--- src/lcd_refresh_defines.svh ---
// Behaviour
// - Divide 1/4: one fetch per 8 clocks.
// - Divide 1/8: one fetch per 16 clocks.
// - Divide 1/16: one fetch per 32 clocks.
// - One cursor register: display cursor and access pointer.
// - Each memory access steps cursor in set direction.
// - Two layers: cursor drawn in first layer only.
// - Three layers: cursor drawn in third layer only.
// - Cursor off outside the cursor-capable layer.
// - Cursor vanishes after long absence from screen.
// - Graphics cursor: text block hidden, still addressed.
// - Each layer window splits into two blocks.
// - Line length is nine cycles per address plus one.
// - Fractional dots at right edge are blanked.
// - Dot shift active: one extra fetch per line.
// - Too short line time breaks scan and line pulse; here only the line pulse is suppressed, fetches go on.
// - Next line address advances by virtual pitch.
`ifndef LCD_REFRESH_DEFINES_SVH
`define LCD_REFRESH_DEFINES_SVH
`define ADDR_W              16
`define OFF_CTRL            8'h00
`define OFF_BLK1            8'h04
`define OFF_BLK2            8'h08
`define OFF_BLK3            8'h0c
`define OFF_BLK4            8'h10
`define OFF_PITCH           8'h14
`define OFF_RANGE           8'h18
`define OFF_TOTAL           8'h1c
`define OFF_LINES           8'h20
`define OFF_SL1             8'h24
`define OFF_FX              8'h28
`define OFF_DOTS            8'h2c
`define OFF_CURSOR          8'h30
`define OFF_MEMDATA         8'h34
`define OFF_STATUS          8'h38
`define CTRL_RST            9'h000
`define RANGE_RST           8'h28
`define TOTAL_RST           8'h2e
`define PITCH_RST           8'h29
`define LINES_RST           9'h0f0
`define SL1_RST             9'h078
`define FX_RST              4'h8
`define DOTS_RST            12'h140
`define FETCH_BASE_CYCLES   6'h08
`define TOTAL_MARGIN        9'h004
`define OSC_PER_ADDR        12'h009
`define OSC_EXTRA           12'h001
`define CURSOR_HIDE_MS      300
`define CLK_PERIOD_NS       100
`endif

--- src/lcd_refresh_pkg.sv ---
`include "lcd_refresh_defines.svh"
package lcd_refresh_pkg;
  typedef enum logic [1:0] {DIR_RIGHT, DIR_LEFT, DIR_UP, DIR_DOWN} step_dir_t;
  typedef enum logic [1:0] {DIV_4, DIV_8, DIV_16, DIV_RSVD} div_sel_t;
  typedef struct packed {
    step_dir_t dir;
    logic      hdot_shift;
    logic      gfx_cursor;
    logic      cursor_on;
    logic      three_layer;
    logic      enable;
    div_sel_t  div_sel;
  } ctrl_t;
  typedef struct packed {
    logic [`ADDR_W-1:0] addr_a;
    logic [`ADDR_W-1:0] addr_b;
    logic               show_a;
    logic               cursor;
    logic [3:0]         valid_dots;
  } fetch_t;
  typedef struct packed {
    logic               we;
    logic [`ADDR_W-1:0] addr;
    logic [7:0]         wdata;
  } host_mem_t;
endpackage : lcd_refresh_pkg

--- src/lcd_refresh_address_cursor.sv ---
`timescale 1ns/100ps
`include "lcd_refresh_defines.svh"
module lcd_refresh_address_cursor
  import lcd_refresh_pkg::*;
#(
  parameter int HIDE_CYCLES = `CURSOR_HIDE_MS * 1000000 / `CLK_PERIOD_NS
) (
  input  wire logic               hclk,
  input  wire logic               hresetn,
  input  wire logic               hsel,
  input  wire logic [31:0]        haddr,
  input  wire logic [1:0]         htrans,
  input  wire logic               hwrite,
  input  wire logic [2:0]         hsize,
  input  wire logic [31:0]        hwdata,
  input  wire logic               hready,
  output logic                    hreadyout,
  output logic                    hresp,
  output logic [31:0]             hrdata,
  input  wire logic [7:0]         mem_rdata,
  output logic [`ADDR_W-1:0]      mem_rd_addr,
  output host_mem_t               host_mem,
  output fetch_t                  fetch,
  output logic                    fetch_valid,
  output logic                    line_latch_pulse,
  output logic                    frame_start
);
  ctrl_t              ctrl_reg;
  logic [`ADDR_W-1:0] blk_reg [0:3];
  logic [7:0]         pitch_reg, range_reg, total_reg;
  logic [8:0]         lines_reg, sl1_reg;
  logic [3:0]         fx_reg;
  logic [11:0]        dots_reg;
  logic [`ADDR_W-1:0] cursor_reg, wr_addr_reg;
  logic               dp_wr_reg;
  logic [7:0]         dp_addr_reg;
  logic [31:0]        hrdata_reg, rd_word;
  host_mem_t          host_mem_reg;
  logic [4:0]         div_cnt_reg;
  logic [7:0]         col_reg;
  logic [8:0]         line_reg;
  logic [`ADDR_W-1:0] base_a_reg, base_b_reg;
  logic [11:0]        dot_pos_reg;
  fetch_t             fetch_reg;
  logic               fetch_valid_reg, lp_reg, frame_reg;
  logic [21:0]        hide_cnt_reg;
  logic               acc, acc_mem, fetch_en, line_end, in_fetch;
  logic               tcr_error, hidden, hit;
  logic [5:0]         period;
  logic [4:0]         div_last;
  logic [8:0]         fetch_cols;
  logic [11:0]        dots_left, osc_line;
  logic [3:0]         valid_dots;
  logic [`ADDR_W-1:0] addr_a, addr_b, cap_addr, step;

  assign acc       = hsel && hready && htrans[1];
  assign acc_mem   = acc && (haddr[7:0] == `OFF_MEMDATA);
  assign hreadyout = 1'b1;
  assign hresp     = 1'b0;
  assign hrdata    = hrdata_reg;

  always_ff @(posedge hclk or negedge hresetn) begin
    if (!hresetn) begin
      dp_wr_reg   <= 1'b0;
      dp_addr_reg <= 8'h00;
      hrdata_reg  <= 32'h0000_0000;
    end else begin
      dp_wr_reg   <= acc && hwrite;
      dp_addr_reg <= haddr[7:0];
      hrdata_reg  <= (acc && !hwrite) ? rd_word : 32'h0000_0000;
    end
  end

  assign osc_line = 12'(total_reg) * `OSC_PER_ADDR + `OSC_EXTRA;

  always_comb begin
    unique case (haddr[7:0])
      `OFF_CTRL:    rd_word = {23'h0, ctrl_reg};
      `OFF_BLK1:    rd_word = {16'h0, blk_reg[0]};
      `OFF_BLK2:    rd_word = {16'h0, blk_reg[1]};
      `OFF_BLK3:    rd_word = {16'h0, blk_reg[2]};
      `OFF_BLK4:    rd_word = {16'h0, blk_reg[3]};
      `OFF_PITCH:   rd_word = {24'h0, pitch_reg};
      `OFF_RANGE:   rd_word = {24'h0, range_reg};
      `OFF_TOTAL:   rd_word = {24'h0, total_reg};
      `OFF_LINES:   rd_word = {23'h0, lines_reg};
      `OFF_SL1:     rd_word = {23'h0, sl1_reg};
      `OFF_FX:      rd_word = {28'h0, fx_reg};
      `OFF_DOTS:    rd_word = {20'h0, dots_reg};
      `OFF_CURSOR:  rd_word = {16'h0, cursor_reg};
      `OFF_MEMDATA: rd_word = {24'h0, mem_rdata};
      `OFF_STATUS:  rd_word = {4'h0, osc_line, 14'h0, hidden, tcr_error};
      default:      rd_word = 32'h0000_0000;
    endcase
  end

  always_ff @(posedge hclk or negedge hresetn) begin
    if (!hresetn) begin
      ctrl_reg  <= `CTRL_RST;
      pitch_reg <= `PITCH_RST;
      range_reg <= `RANGE_RST;
      total_reg <= `TOTAL_RST;
      lines_reg <= `LINES_RST;
      sl1_reg   <= `SL1_RST;
      fx_reg    <= `FX_RST;
      dots_reg  <= `DOTS_RST;
    end else if (dp_wr_reg) begin
      unique case (dp_addr_reg)
        `OFF_CTRL:  ctrl_reg  <= ctrl_t'(hwdata[8:0]);
        `OFF_PITCH: pitch_reg <= hwdata[7:0];
        `OFF_RANGE: range_reg <= hwdata[7:0];
        `OFF_TOTAL: total_reg <= hwdata[7:0];
        `OFF_LINES: lines_reg <= hwdata[8:0];
        `OFF_SL1:   sl1_reg   <= hwdata[8:0];
        `OFF_FX:    fx_reg    <= hwdata[3:0];
        `OFF_DOTS:  dots_reg  <= hwdata[11:0];
        default:    ;
      endcase
    end
  end

  // Block start addresses; a block written mid-frame takes effect when the
  // scan next enters that block, so scrolling never tears a line.
  for (genvar b = 0; b < 4; b++) begin : g_blk
    always_ff @(posedge hclk or negedge hresetn) begin
      if (!hresetn) begin
        blk_reg[b] <= '0;
      end else if (dp_wr_reg && dp_addr_reg == `OFF_BLK1 + 8'(4 * b)) begin
        blk_reg[b] <= hwdata[`ADDR_W-1:0];
      end
    end
  end

  always_comb begin
    unique case (ctrl_reg.dir)
      DIR_RIGHT: step = `ADDR_W'(1);
      DIR_LEFT:  step = {`ADDR_W{1'b1}};
      DIR_UP:    step = -`ADDR_W'(pitch_reg);
      DIR_DOWN:  step = `ADDR_W'(pitch_reg);
    endcase
  end

  // The cursor doubles as the host access pointer, so a host memory data access moves
  // the on-screen cursor too. A cursor write in its data phase wins over a
  // step taken by the next access in the same edge.
  always_ff @(posedge hclk or negedge hresetn) begin
    if (!hresetn) begin
      cursor_reg  <= '0;
      wr_addr_reg <= '0;
    end else begin
      if (acc_mem) begin
        wr_addr_reg <= cursor_reg;
        cursor_reg  <= cursor_reg + step;
      end
      if (dp_wr_reg && dp_addr_reg == `OFF_CURSOR) begin
        cursor_reg <= hwdata[`ADDR_W-1:0];
      end
    end
  end

  assign mem_rd_addr = cursor_reg;
  assign host_mem    = host_mem_reg;

  always_ff @(posedge hclk or negedge hresetn) begin
    if (!hresetn) begin
      host_mem_reg <= '0;
    end else begin
      host_mem_reg.we    <= dp_wr_reg && dp_addr_reg == `OFF_MEMDATA;
      host_mem_reg.addr  <= wr_addr_reg;
      host_mem_reg.wdata <= hwdata[7:0];
    end
  end

  assign period   = `FETCH_BASE_CYCLES << ctrl_reg.div_sel;
  assign div_last = 5'(period - 6'h01);
  assign fetch_en = ctrl_reg.enable && div_cnt_reg == div_last;

  always_ff @(posedge hclk or negedge hresetn) begin
    if (!hresetn) begin
      div_cnt_reg <= 5'h00;
    end else if (!ctrl_reg.enable || fetch_en) begin
      div_cnt_reg <= 5'h00;
    end else begin
      div_cnt_reg <= div_cnt_reg + 5'h01;
    end
  end

  assign fetch_cols = {1'b0, range_reg} + 9'(ctrl_reg.hdot_shift);
  assign in_fetch   = {1'b0, col_reg} < fetch_cols;
  assign line_end   = fetch_en && col_reg == total_reg;
  assign tcr_error  = {1'b0, total_reg} < {1'b0, range_reg} + `TOTAL_MARGIN;

  always_ff @(posedge hclk or negedge hresetn) begin
    if (!hresetn) begin
      col_reg     <= 8'h00;
      dot_pos_reg <= 12'h000;
    end else if (!ctrl_reg.enable || line_end) begin
      col_reg     <= 8'h00;
      dot_pos_reg <= 12'h000;
    end else if (fetch_en) begin
      col_reg     <= col_reg + 8'h01;
      dot_pos_reg <= dot_pos_reg + 12'(fx_reg);
    end
  end

  always_ff @(posedge hclk or negedge hresetn) begin
    if (!hresetn) begin
      line_reg   <= 9'h000;
      base_a_reg <= '0;
      base_b_reg <= '0;
    end else if (!ctrl_reg.enable ||
                 (line_end && line_reg == lines_reg - 9'h001)) begin
      line_reg   <= 9'h000;
      base_a_reg <= blk_reg[0];
      base_b_reg <= blk_reg[1];
    end else if (line_end && line_reg + 9'h001 == sl1_reg) begin
      line_reg   <= line_reg + 9'h001;
      base_a_reg <= blk_reg[2];
      base_b_reg <= blk_reg[3];
    end else if (line_end) begin
      line_reg   <= line_reg + 9'h001;
      base_a_reg <= base_a_reg + `ADDR_W'(pitch_reg);
      base_b_reg <= base_b_reg + `ADDR_W'(pitch_reg);
    end
  end

  assign addr_a    = base_a_reg + `ADDR_W'(col_reg);
  assign addr_b    = base_b_reg + `ADDR_W'(col_reg);
  assign cap_addr  = ctrl_reg.three_layer ? addr_b : addr_a;
  assign hit       = fetch_en && in_fetch && cap_addr == cursor_reg;
  assign dots_left = dots_reg - dot_pos_reg;
  assign hidden    = hide_cnt_reg >= 22'(HIDE_CYCLES);

  always_comb begin
    if (dot_pos_reg >= dots_reg) begin
      valid_dots = 4'h0;
    end else if (dots_left < 12'(fx_reg)) begin
      valid_dots = dots_left[3:0];
    end else begin
      valid_dots = fx_reg;
    end
  end

  // The absence timer runs even while the cursor is switched off, so that
  // switching it on again does not flash a stale cursor.
  always_ff @(posedge hclk or negedge hresetn) begin
    if (!hresetn) begin
      hide_cnt_reg <= 22'h000000;
    end else if (hit) begin
      hide_cnt_reg <= 22'h000000;
    end else if (!hidden) begin
      hide_cnt_reg <= hide_cnt_reg + 22'h000001;
    end
  end

  always_ff @(posedge hclk or negedge hresetn) begin
    if (!hresetn) begin
      fetch_reg       <= '0;
      fetch_valid_reg <= 1'b0;
      lp_reg          <= 1'b0;
      frame_reg       <= 1'b0;
    end else begin
      fetch_valid_reg <= fetch_en && in_fetch;
      lp_reg          <= line_end && !tcr_error;
      frame_reg       <= line_end && line_reg == lines_reg - 9'h001;
      if (fetch_en && in_fetch) begin
        fetch_reg.addr_a     <= addr_a;
        fetch_reg.addr_b     <= addr_b;
        fetch_reg.show_a     <= !ctrl_reg.gfx_cursor;
        fetch_reg.cursor     <= hit && ctrl_reg.cursor_on && !hidden;
        fetch_reg.valid_dots <= valid_dots;
      end
    end
  end

  assign fetch            = fetch_reg;
  assign fetch_valid      = fetch_valid_reg;
  assign line_latch_pulse = lp_reg;
  assign frame_start      = frame_reg;

  logic [5:0] gap_reg;
  logic       seen_reg;
  div_sel_t   last_sel_reg;
  logic [8:0] nfetch_reg;

  always_ff @(posedge hclk or negedge hresetn) begin
    if (!hresetn) begin
      gap_reg      <= 6'h00;
      seen_reg     <= 1'b0;
      last_sel_reg <= DIV_4;
      nfetch_reg   <= 9'h000;
    end else begin
      gap_reg      <= fetch_en ? 6'h00 : gap_reg + 6'h01;
      seen_reg     <= ctrl_reg.enable && (seen_reg || fetch_en);
      last_sel_reg <= ctrl_reg.div_sel;
      nfetch_reg   <= (line_end || !ctrl_reg.enable) ? 9'h000 :
                      nfetch_reg + 9'(fetch_en && in_fetch);
    end
  end
endmodule : lcd_refresh_address_cursor

--- config.mk ---
export PLATFORM = sky130hd
export DESIGN_NAME = lcd_refresh_address_cursor
export DESIGN_NICKNAME = d
export VERILOG_FILES = /design/src/lcd_refresh_pkg.sv /design/src/lcd_refresh_address_cursor.sv
export VERILOG_INCLUDE_DIRS = /design/src
export SDC_FILE = /design/constraint.sdc
export NUM_CORES = 1
export LEC_CHECK = 0
export BUFFER_PORTS_ARGS = -buffer_cell sky130_fd_sc_hd__buf_2
export CORE_UTILIZATION = 40
export DETAILED_ROUTE_END_ITERATION = 8
export PLACE_DENSITY = 0.55
export SETUP_SLACK_MARGIN = 0.05
export SYNTH_ARGS = -nofsm -noshare
export SYNTH_HDL_FRONTEND = slang
export SYNTH_SLANG_ARGS = --single-unit
--- constraint.sdc ---
create_clock -name hclk -period 7.7 [get_ports hclk]
set_clock_uncertainty 0.15 [all_clocks]
set_input_delay 0.385 -clock hclk [delete_from_list [all_inputs] [get_ports hclk]]
set_output_delay 0.385 -clock hclk [all_outputs]
set_load 0.05 [all_outputs]
Word level (Yosys, flattened, before mapping)
Index checks and enable logic that the tools add are counted.
- add/subtract/negate cells: 17
- multiply operators: 1
- $lt $le $gt $ge: 5
- equality and inequality tests: 36
- shifts and indexed selects: 1
- muxes and demuxes: 24
- reductions and logical operators: 42
- operators by type and width (operator ; number):
    $pmux W28 S15 ; 1
    $mux W16 ; 9
    $eq A8 B6 Y1 const B ; 13
    $add A16 B8 Y16 ; 4
    $eq A8 B5 Y1 const B ; 8
    $pmux W16 S4 ; 1
    $mux W22 ; 2
    $eq A8 B4 Y1 const B ; 4
    $mux W32 ; 1
    $mux W9 ; 3
    $mux W12 ; 2
    $add A22 B1 Y22 const B ; 1
    $ge A22 B22 Y1 const B ; 1
    $logic_and A1 B1 Y1 ; 20
    $eq A9 B9 Y1 ; 2
    $lt A8 B9 Y1 ; 2
    $add A16 B16 Y16 ; 1
    $eq A16 B16 Y1 ; 1
    $eq A8 B3 Y1 const B ; 2
    $logic_not A8 Y1 ; 2
    $mux W8 ; 2
    $neg A8 Y16 ; 1
    $reduce_and A2 Y1 ; 8
    $add A12 B1 Y12 const B ; 1
    25 further kinds ; 34
- flip-flop bits (word level): 358
- input bits: 82
- output and inout bits: 116
- word-level logic and storage cells: 167

Logic depth before layout (Yosys ltp)
- depth after elaboration: 8
- mapped depth: 16

Worst setup path before layout
No wires, ideal clock.
- path kind: flip-flop to flip-flop
- from: register pitch_reg[2]
- to: register cursor_reg[15], in the netlist mem_rd_addr[15]
- setup time: 0.082 ns
- data arrival time: 3.297 ns
- data required time: 7.468 ns
- setup slack: 4.171 ns
- cell stages (with the launch flop): 17
- path buffers: 0
- clock period less this slack: 3.529 ns
- cells stage by stage: dfrtp_1 -> nor3_1 -> nand2b_1 -> nor4_1 -> ha_1 -> a21oi_1 -> a31oi_1 -> ha_1 -> a21o_1 -> a21oi_1 -> nand2b_1 -> nand3_1 -> o41ai_1 -> o21ai_0 -> xnor2_1 -> or3_1 -> a31oi_1
- longest elaborated chain between the ends: 5
- RTL lines (what ; line ; source):
    from (decl) ; lcd_refresh_address_cursor.sv:30 ; logic [7:0] pitch_reg, range_reg, total_reg;
    from (signal assigned) ; lcd_refresh_address_cursor.sv:100 ; pitch_reg <= `PITCH_RST;
    from (signal assigned) ; lcd_refresh_address_cursor.sv:110 ; `OFF_PITCH: pitch_reg <= hwdata[7:0];
    $neg A8 Y16 ; lcd_refresh_address_cursor.sv:138 ; DIR_UP: step = -`ADDR_W'(pitch_reg);
    $pmux W16 S4 * ; lcd_refresh_address_cursor.sv:135 ; unique case (ctrl_reg.dir)
    $add A16 B16 Y16 * ; lcd_refresh_address_cursor.sv:153 ; cursor_reg <= cursor_reg + step;
    $mux W16 * ; lcd_refresh_address_cursor.sv:151 ; if (acc_mem) begin
    $mux W16 * ; lcd_refresh_address_cursor.sv:155 ; if (dp_wr_reg && dp_addr_reg == `OFF_CURSOR) begin
    to (signal assigned) ; lcd_refresh_address_cursor.sv:153 ;
    to (signal assigned) ; lcd_refresh_address_cursor.sv:156 ; cursor_reg <= hwdata[`ADDR_W-1:0];
    to (decl) ; lcd_refresh_address_cursor.sv:34 ; logic [`ADDR_W-1:0] cursor_reg, wr_addr_reg;
Every way passes the cells marked *; elsewhere a longest branch is shown, timed or not. The select of a mux whose other input is x is not followed.
A chain may end at the register's enable or synchronous reset.

Worst setup path in the final report
- from: register range_reg[0]
- to: register hide_cnt_reg[0]
- longest elaborated chain between the ends: 5
- elaborated cells on any way between the ends: 6
- classes of those cells: 1 x add/sub; 1 x order compare; 1 x eq/ne; 1 x mux; 2 x reduce/logical
- RTL lines (what ; line ; source):
    from (decl) ; lcd_refresh_address_cursor.sv:30 ;
    from (signal assigned) ; lcd_refresh_address_cursor.sv:101 ; range_reg <= `RANGE_RST;
    from (signal assigned) ; lcd_refresh_address_cursor.sv:111 ; `OFF_RANGE: range_reg <= hwdata[7:0];
    $add A8 B1 Y9 * ; lcd_refresh_address_cursor.sv:188 ; assign fetch_cols = {1'b0, range_reg} + 9'(ctrl_reg.hdot_shift);
    $lt A8 B9 Y1 * ; lcd_refresh_address_cursor.sv:189 ; assign in_fetch = {1'b0, col_reg} < fetch_cols;
    $logic_and A1 B1 Y1 * ; - ;
    $logic_and A1 B1 Y1 * ; lcd_refresh_address_cursor.sv:230 ; assign hit = fetch_en && in_fetch && cap_addr == cursor_reg;
    $ne A2 B1 Y1 (no line) or $mux W22 (tied branches) ; - ;
    to (signal assigned) ; lcd_refresh_address_cursor.sv:252 ; hide_cnt_reg <= hide_cnt_reg + 22'h000001;
    to (decl) ; lcd_refresh_address_cursor.sv:46 ; logic [21:0] hide_cnt_reg;
Every way passes the cells marked *; elsewhere a longest branch is shown, timed or not.

==> metrics.txt <==
kind of end point of the critical path=flip-flop; global-route wire length before repair=101 mm; gr usage total=0.252; number of remaining DRC errors=0; floorplan die area=52700 um2; htree depth=2; via count of the routed design=16731; number of global-route vias before repair=16426; max-slew violation count=0; clock-pin slew on the worst setup and hold paths=60 ps; CP Launch Type=flip-flop; area of the core=51200 um2; commonest cells after routing, fill and taps aside=sky130_fd_sc_hd__dfrtp_1, sky130_fd_sc_hd__nand2_1, sky130_fd_sc_hd__buf_2; initial core utilization=0.404; row count=83; IO Pins=198; Worst Hold Class=in2reg; WP data arrival=4490 ps; minimum hold slack=26.2 ps; result of the run=finished, final reports clean; TritonCTS clock tree=yes; Crit Path Class=reg2reg; overflow left after global routing=0; drt initial violations=1572; unrepaired setup endpoints after global routing=no; number of clock sinks=354; Die Span Y=230 um; Max-Slew Margin vs Limit=0.155; slew at the pin closest to its max-slew limit=1260 ps; cell area after synthesis=20700 um2; CP Max Fanout=67; net total in the final layout=2353; detailed-placement wirelength estimate=47.1 mm; DR vias/cell=5.82; remaining antenna violation count=0; count of warnings emitted by yosys=0; Max-Cap Viols=0; master cell of the clock root buffer=sky130_fd_sc_hd__clkbuf_16; flip-flop count of the largest register after layout=64; clock tree buffer depth=3; number of synthesized register bits=354; Min Clock Period, post-route=4200 ps; maximum operating frequency=238 MHz; gp weighted congestion=0.927; peak ir drop on the vdd network=153 uV; iteration count of the initial detailed-routing pass=6; fraction of layout cells with a size suffix above 1=0.206; I/O Buffers=147; Leak=10.5 nW; synthesized area per cell=10.1 um2; Most used DFF post-synth=sky130_fd_sc_hd__dfrtp_1; async set-reset flop share out of synthesis=1.00; number of buffers created by CTS=43; Avg WL per Cell=23.0 um; total detailed-routing wirelength=66.1 mm; sequential-to-total area share from yosys stat=0.429; Syn Inst Count=2044; number of gates given a new drive strength after cts=0; portion of the clock cycle consumed by the worst path in the final layout=0.545; final number of hold-violating endpoints=0; power density over the cells=251 nW/um2; pin count of the biggest net entering global routing=172; Area growth, synth to finish=14.4%; Die Width=230 um; initial antenna violation count=1; leading cell type in the layout, fill and taps excluded=sky130_fd_sc_hd__dfrtp_1; clock network latency to the later pin of the worst-skew pair=590 ps; EDFF count, synth=0; setup_tns=0 ps; post-synth cell types=90; critical path data required time=7990 ps; Setup violations, final=0
-- cells in the mapped netlist, types with 9 or more instances --
library cell               count  share of area
sky130_fd_sc_hd__dfrtp_1     334           0.40
sky130_fd_sc_hd__nand2_1     160          0.029
sky130_fd_sc_hd__mux2_2      140          0.076
sky130_fd_sc_hd__nor2_1      137          0.025
sky130_fd_sc_hd__o21ai_0     115          0.028
sky130_fd_sc_hd__ha_1        103          0.062
sky130_fd_sc_hd__xnor2_1      93          0.039
sky130_fd_sc_hd__a21oi_1      85          0.021
sky130_fd_sc_hd__xor2_1       76          0.032
sky130_fd_sc_hd__clkbuf_1     71          0.013
sky130_fd_sc_hd__inv_1        61          0.011
sky130_fd_sc_hd__nor3_1       59          0.014
sky130_fd_sc_hd__a22oi_1      57          0.021
sky130_fd_sc_hd__nand3_1      42          0.010
sky130_fd_sc_hd__mux2i_1      41          0.020
sky130_fd_sc_hd__nand4_1      25         0.0076
sky130_fd_sc_hd__a21oi_2      22         0.0093
sky130_fd_sc_hd__nor2b_1      22         0.0066
sky130_fd_sc_hd__a31oi_1      21         0.0063
sky130_fd_sc_hd__nand2b_1     21         0.0063
sky130_fd_sc_hd__a21o_1       20         0.0073
sky130_fd_sc_hd__and3_1       20         0.0060
sky130_fd_sc_hd__dfstp_2      20          0.025
sky130_fd_sc_hd__a221o_1      18         0.0087
sky130_fd_sc_hd__a222oi_1     17         0.0082
sky130_fd_sc_hd__buf_2        17         0.0041
sky130_fd_sc_hd__nor4_1       13         0.0039
sky130_fd_sc_hd__o21ai_1      13         0.0031
sky130_fd_sc_hd__o31ai_1      13         0.0047
sky130_fd_sc_hd__o21a_1       12         0.0044
sky130_fd_sc_hd__or3_1        12         0.0036
sky130_fd_sc_hd__a211oi_1     11         0.0040
sky130_fd_sc_hd__and2_1       10         0.0030
sky130_fd_sc_hd__buf_4         9         0.0033
-- cell type report --
type | instances | area, um2
Clock inverter | 18 | 279
Clock buffer | 61 | 1270
Multi-Input combinational cell | 1520 | 11100
Timing Repair Buffer | 180 | 1050
Inverter | 62 | 233
Antenna cell | 1 | 2.50
Fill cell | 4829 | 27500
Sequential cell | 354 | 8880
Tap cell | 680 | 851
-- metal layers --
| metal | track usage | part of all wire | wire (um) | up-vias |
|---|---|---|---|---|
| li1 | - | - | - | 7680 |
| met1 | 0.344 | 0.45 | 29500 | 8383 |
| met5 | 0 | 0.00020 | 13 | - |
| met2 | 0.407 | 0.46 | 30600 | 533 |
| met4 | 0.0917 | 0.034 | 2250 | 2 |
| met3 | 0.0324 | 0.057 | 3750 | 133 |
-- cell families after synthesis --
| logic type | after synthesis | share of synthesized area |
|---|---|---|
| compound gates | 486 | 0.162 |
| xor+xnor | 170 | 0.0723 |
| fa+ha+maj | 110 | 0.0690 |
| buf+inv | 174 | 0.0368 |
| flops | 354 | 0.429 |
| mux | 181 | 0.0959 |
| other cells | 2 | 0.000363 |
| simple gates | 567 | 0.135 |
-- critical path, stage by stage (launching register included) --
cell and delay, ps:
sky130_fd_sc_hd__dfrtp_1 440, sky130_fd_sc_hd__ha_1 230, sky130_fd_sc_hd__ha_1 260, sky130_fd_sc_hd__nand4_1 140
sky130_fd_sc_hd__xor2_1 180, sky130_fd_sc_hd__ha_1 320, sky130_fd_sc_hd__a21oi_1 150, sky130_fd_sc_hd__o21a_1 120
sky130_fd_sc_hd__o21ai_0 110, sky130_fd_sc_hd__a21oi_1 260, sky130_fd_sc_hd__o21ai_4 70, sky130_fd_sc_hd__buf_4 310
sky130_fd_sc_hd__nor4_1 350, sky130_fd_sc_hd__nand4_1 140, sky130_fd_sc_hd__and4b_1 270, sky130_fd_sc_hd__buf_4 340
sky130_fd_sc_hd__a21oi_1 120
-- timing repair --
item                                   4_1_cts  5_1_grt
setup endpoints to repair                    0        0
buffers inserted                             0        0
endpoints found under the hold margin      116        0
hold buffers                                16        0
-- power by group --
part           internal (mW)  switching [mW]  leakage (nW)
clock                   1.38           0.841         0.749
sequential              2.04           0.227          4.59
combinational          0.525           0.937          5.19
total                   3.94            2.00          10.5
-- worst paths after layout --
check                                     from              end  slack [ps]  cells after the start
worst max register to register    range_reg[0]  hide_cnt_reg[0]        3500                     16
worst min register to register  wr_addr_reg[3]     host_mem[11]         220                      0
max in group asynchronous              hresetn        hrdata[7]        5600                      3
worst max-delay path              range_reg[0]  hide_cnt_reg[0]        3500                     16
min in group asynchronous              hresetn     host_mem[18]         290                      2
worst min-delay path                 hwdata[2]      host_mem[2]          30                      1
-- metrics by stage --
step                cell area, um2  power, mW  utilization  instances  worst slack (ps)
detailed placement           22000       3.74        0.429       2780              3550
finish                       23700       5.94        0.463       2876              3500
CTS                          23700       5.99        0.462       2875              3510
floorplan                    20700       3.29            -       2048              4170
global placement             22000       3.70        0.429       2780              3590
global route                 23700       6.23        0.462       2875              3110
Power figures use the tool's default switching activity.
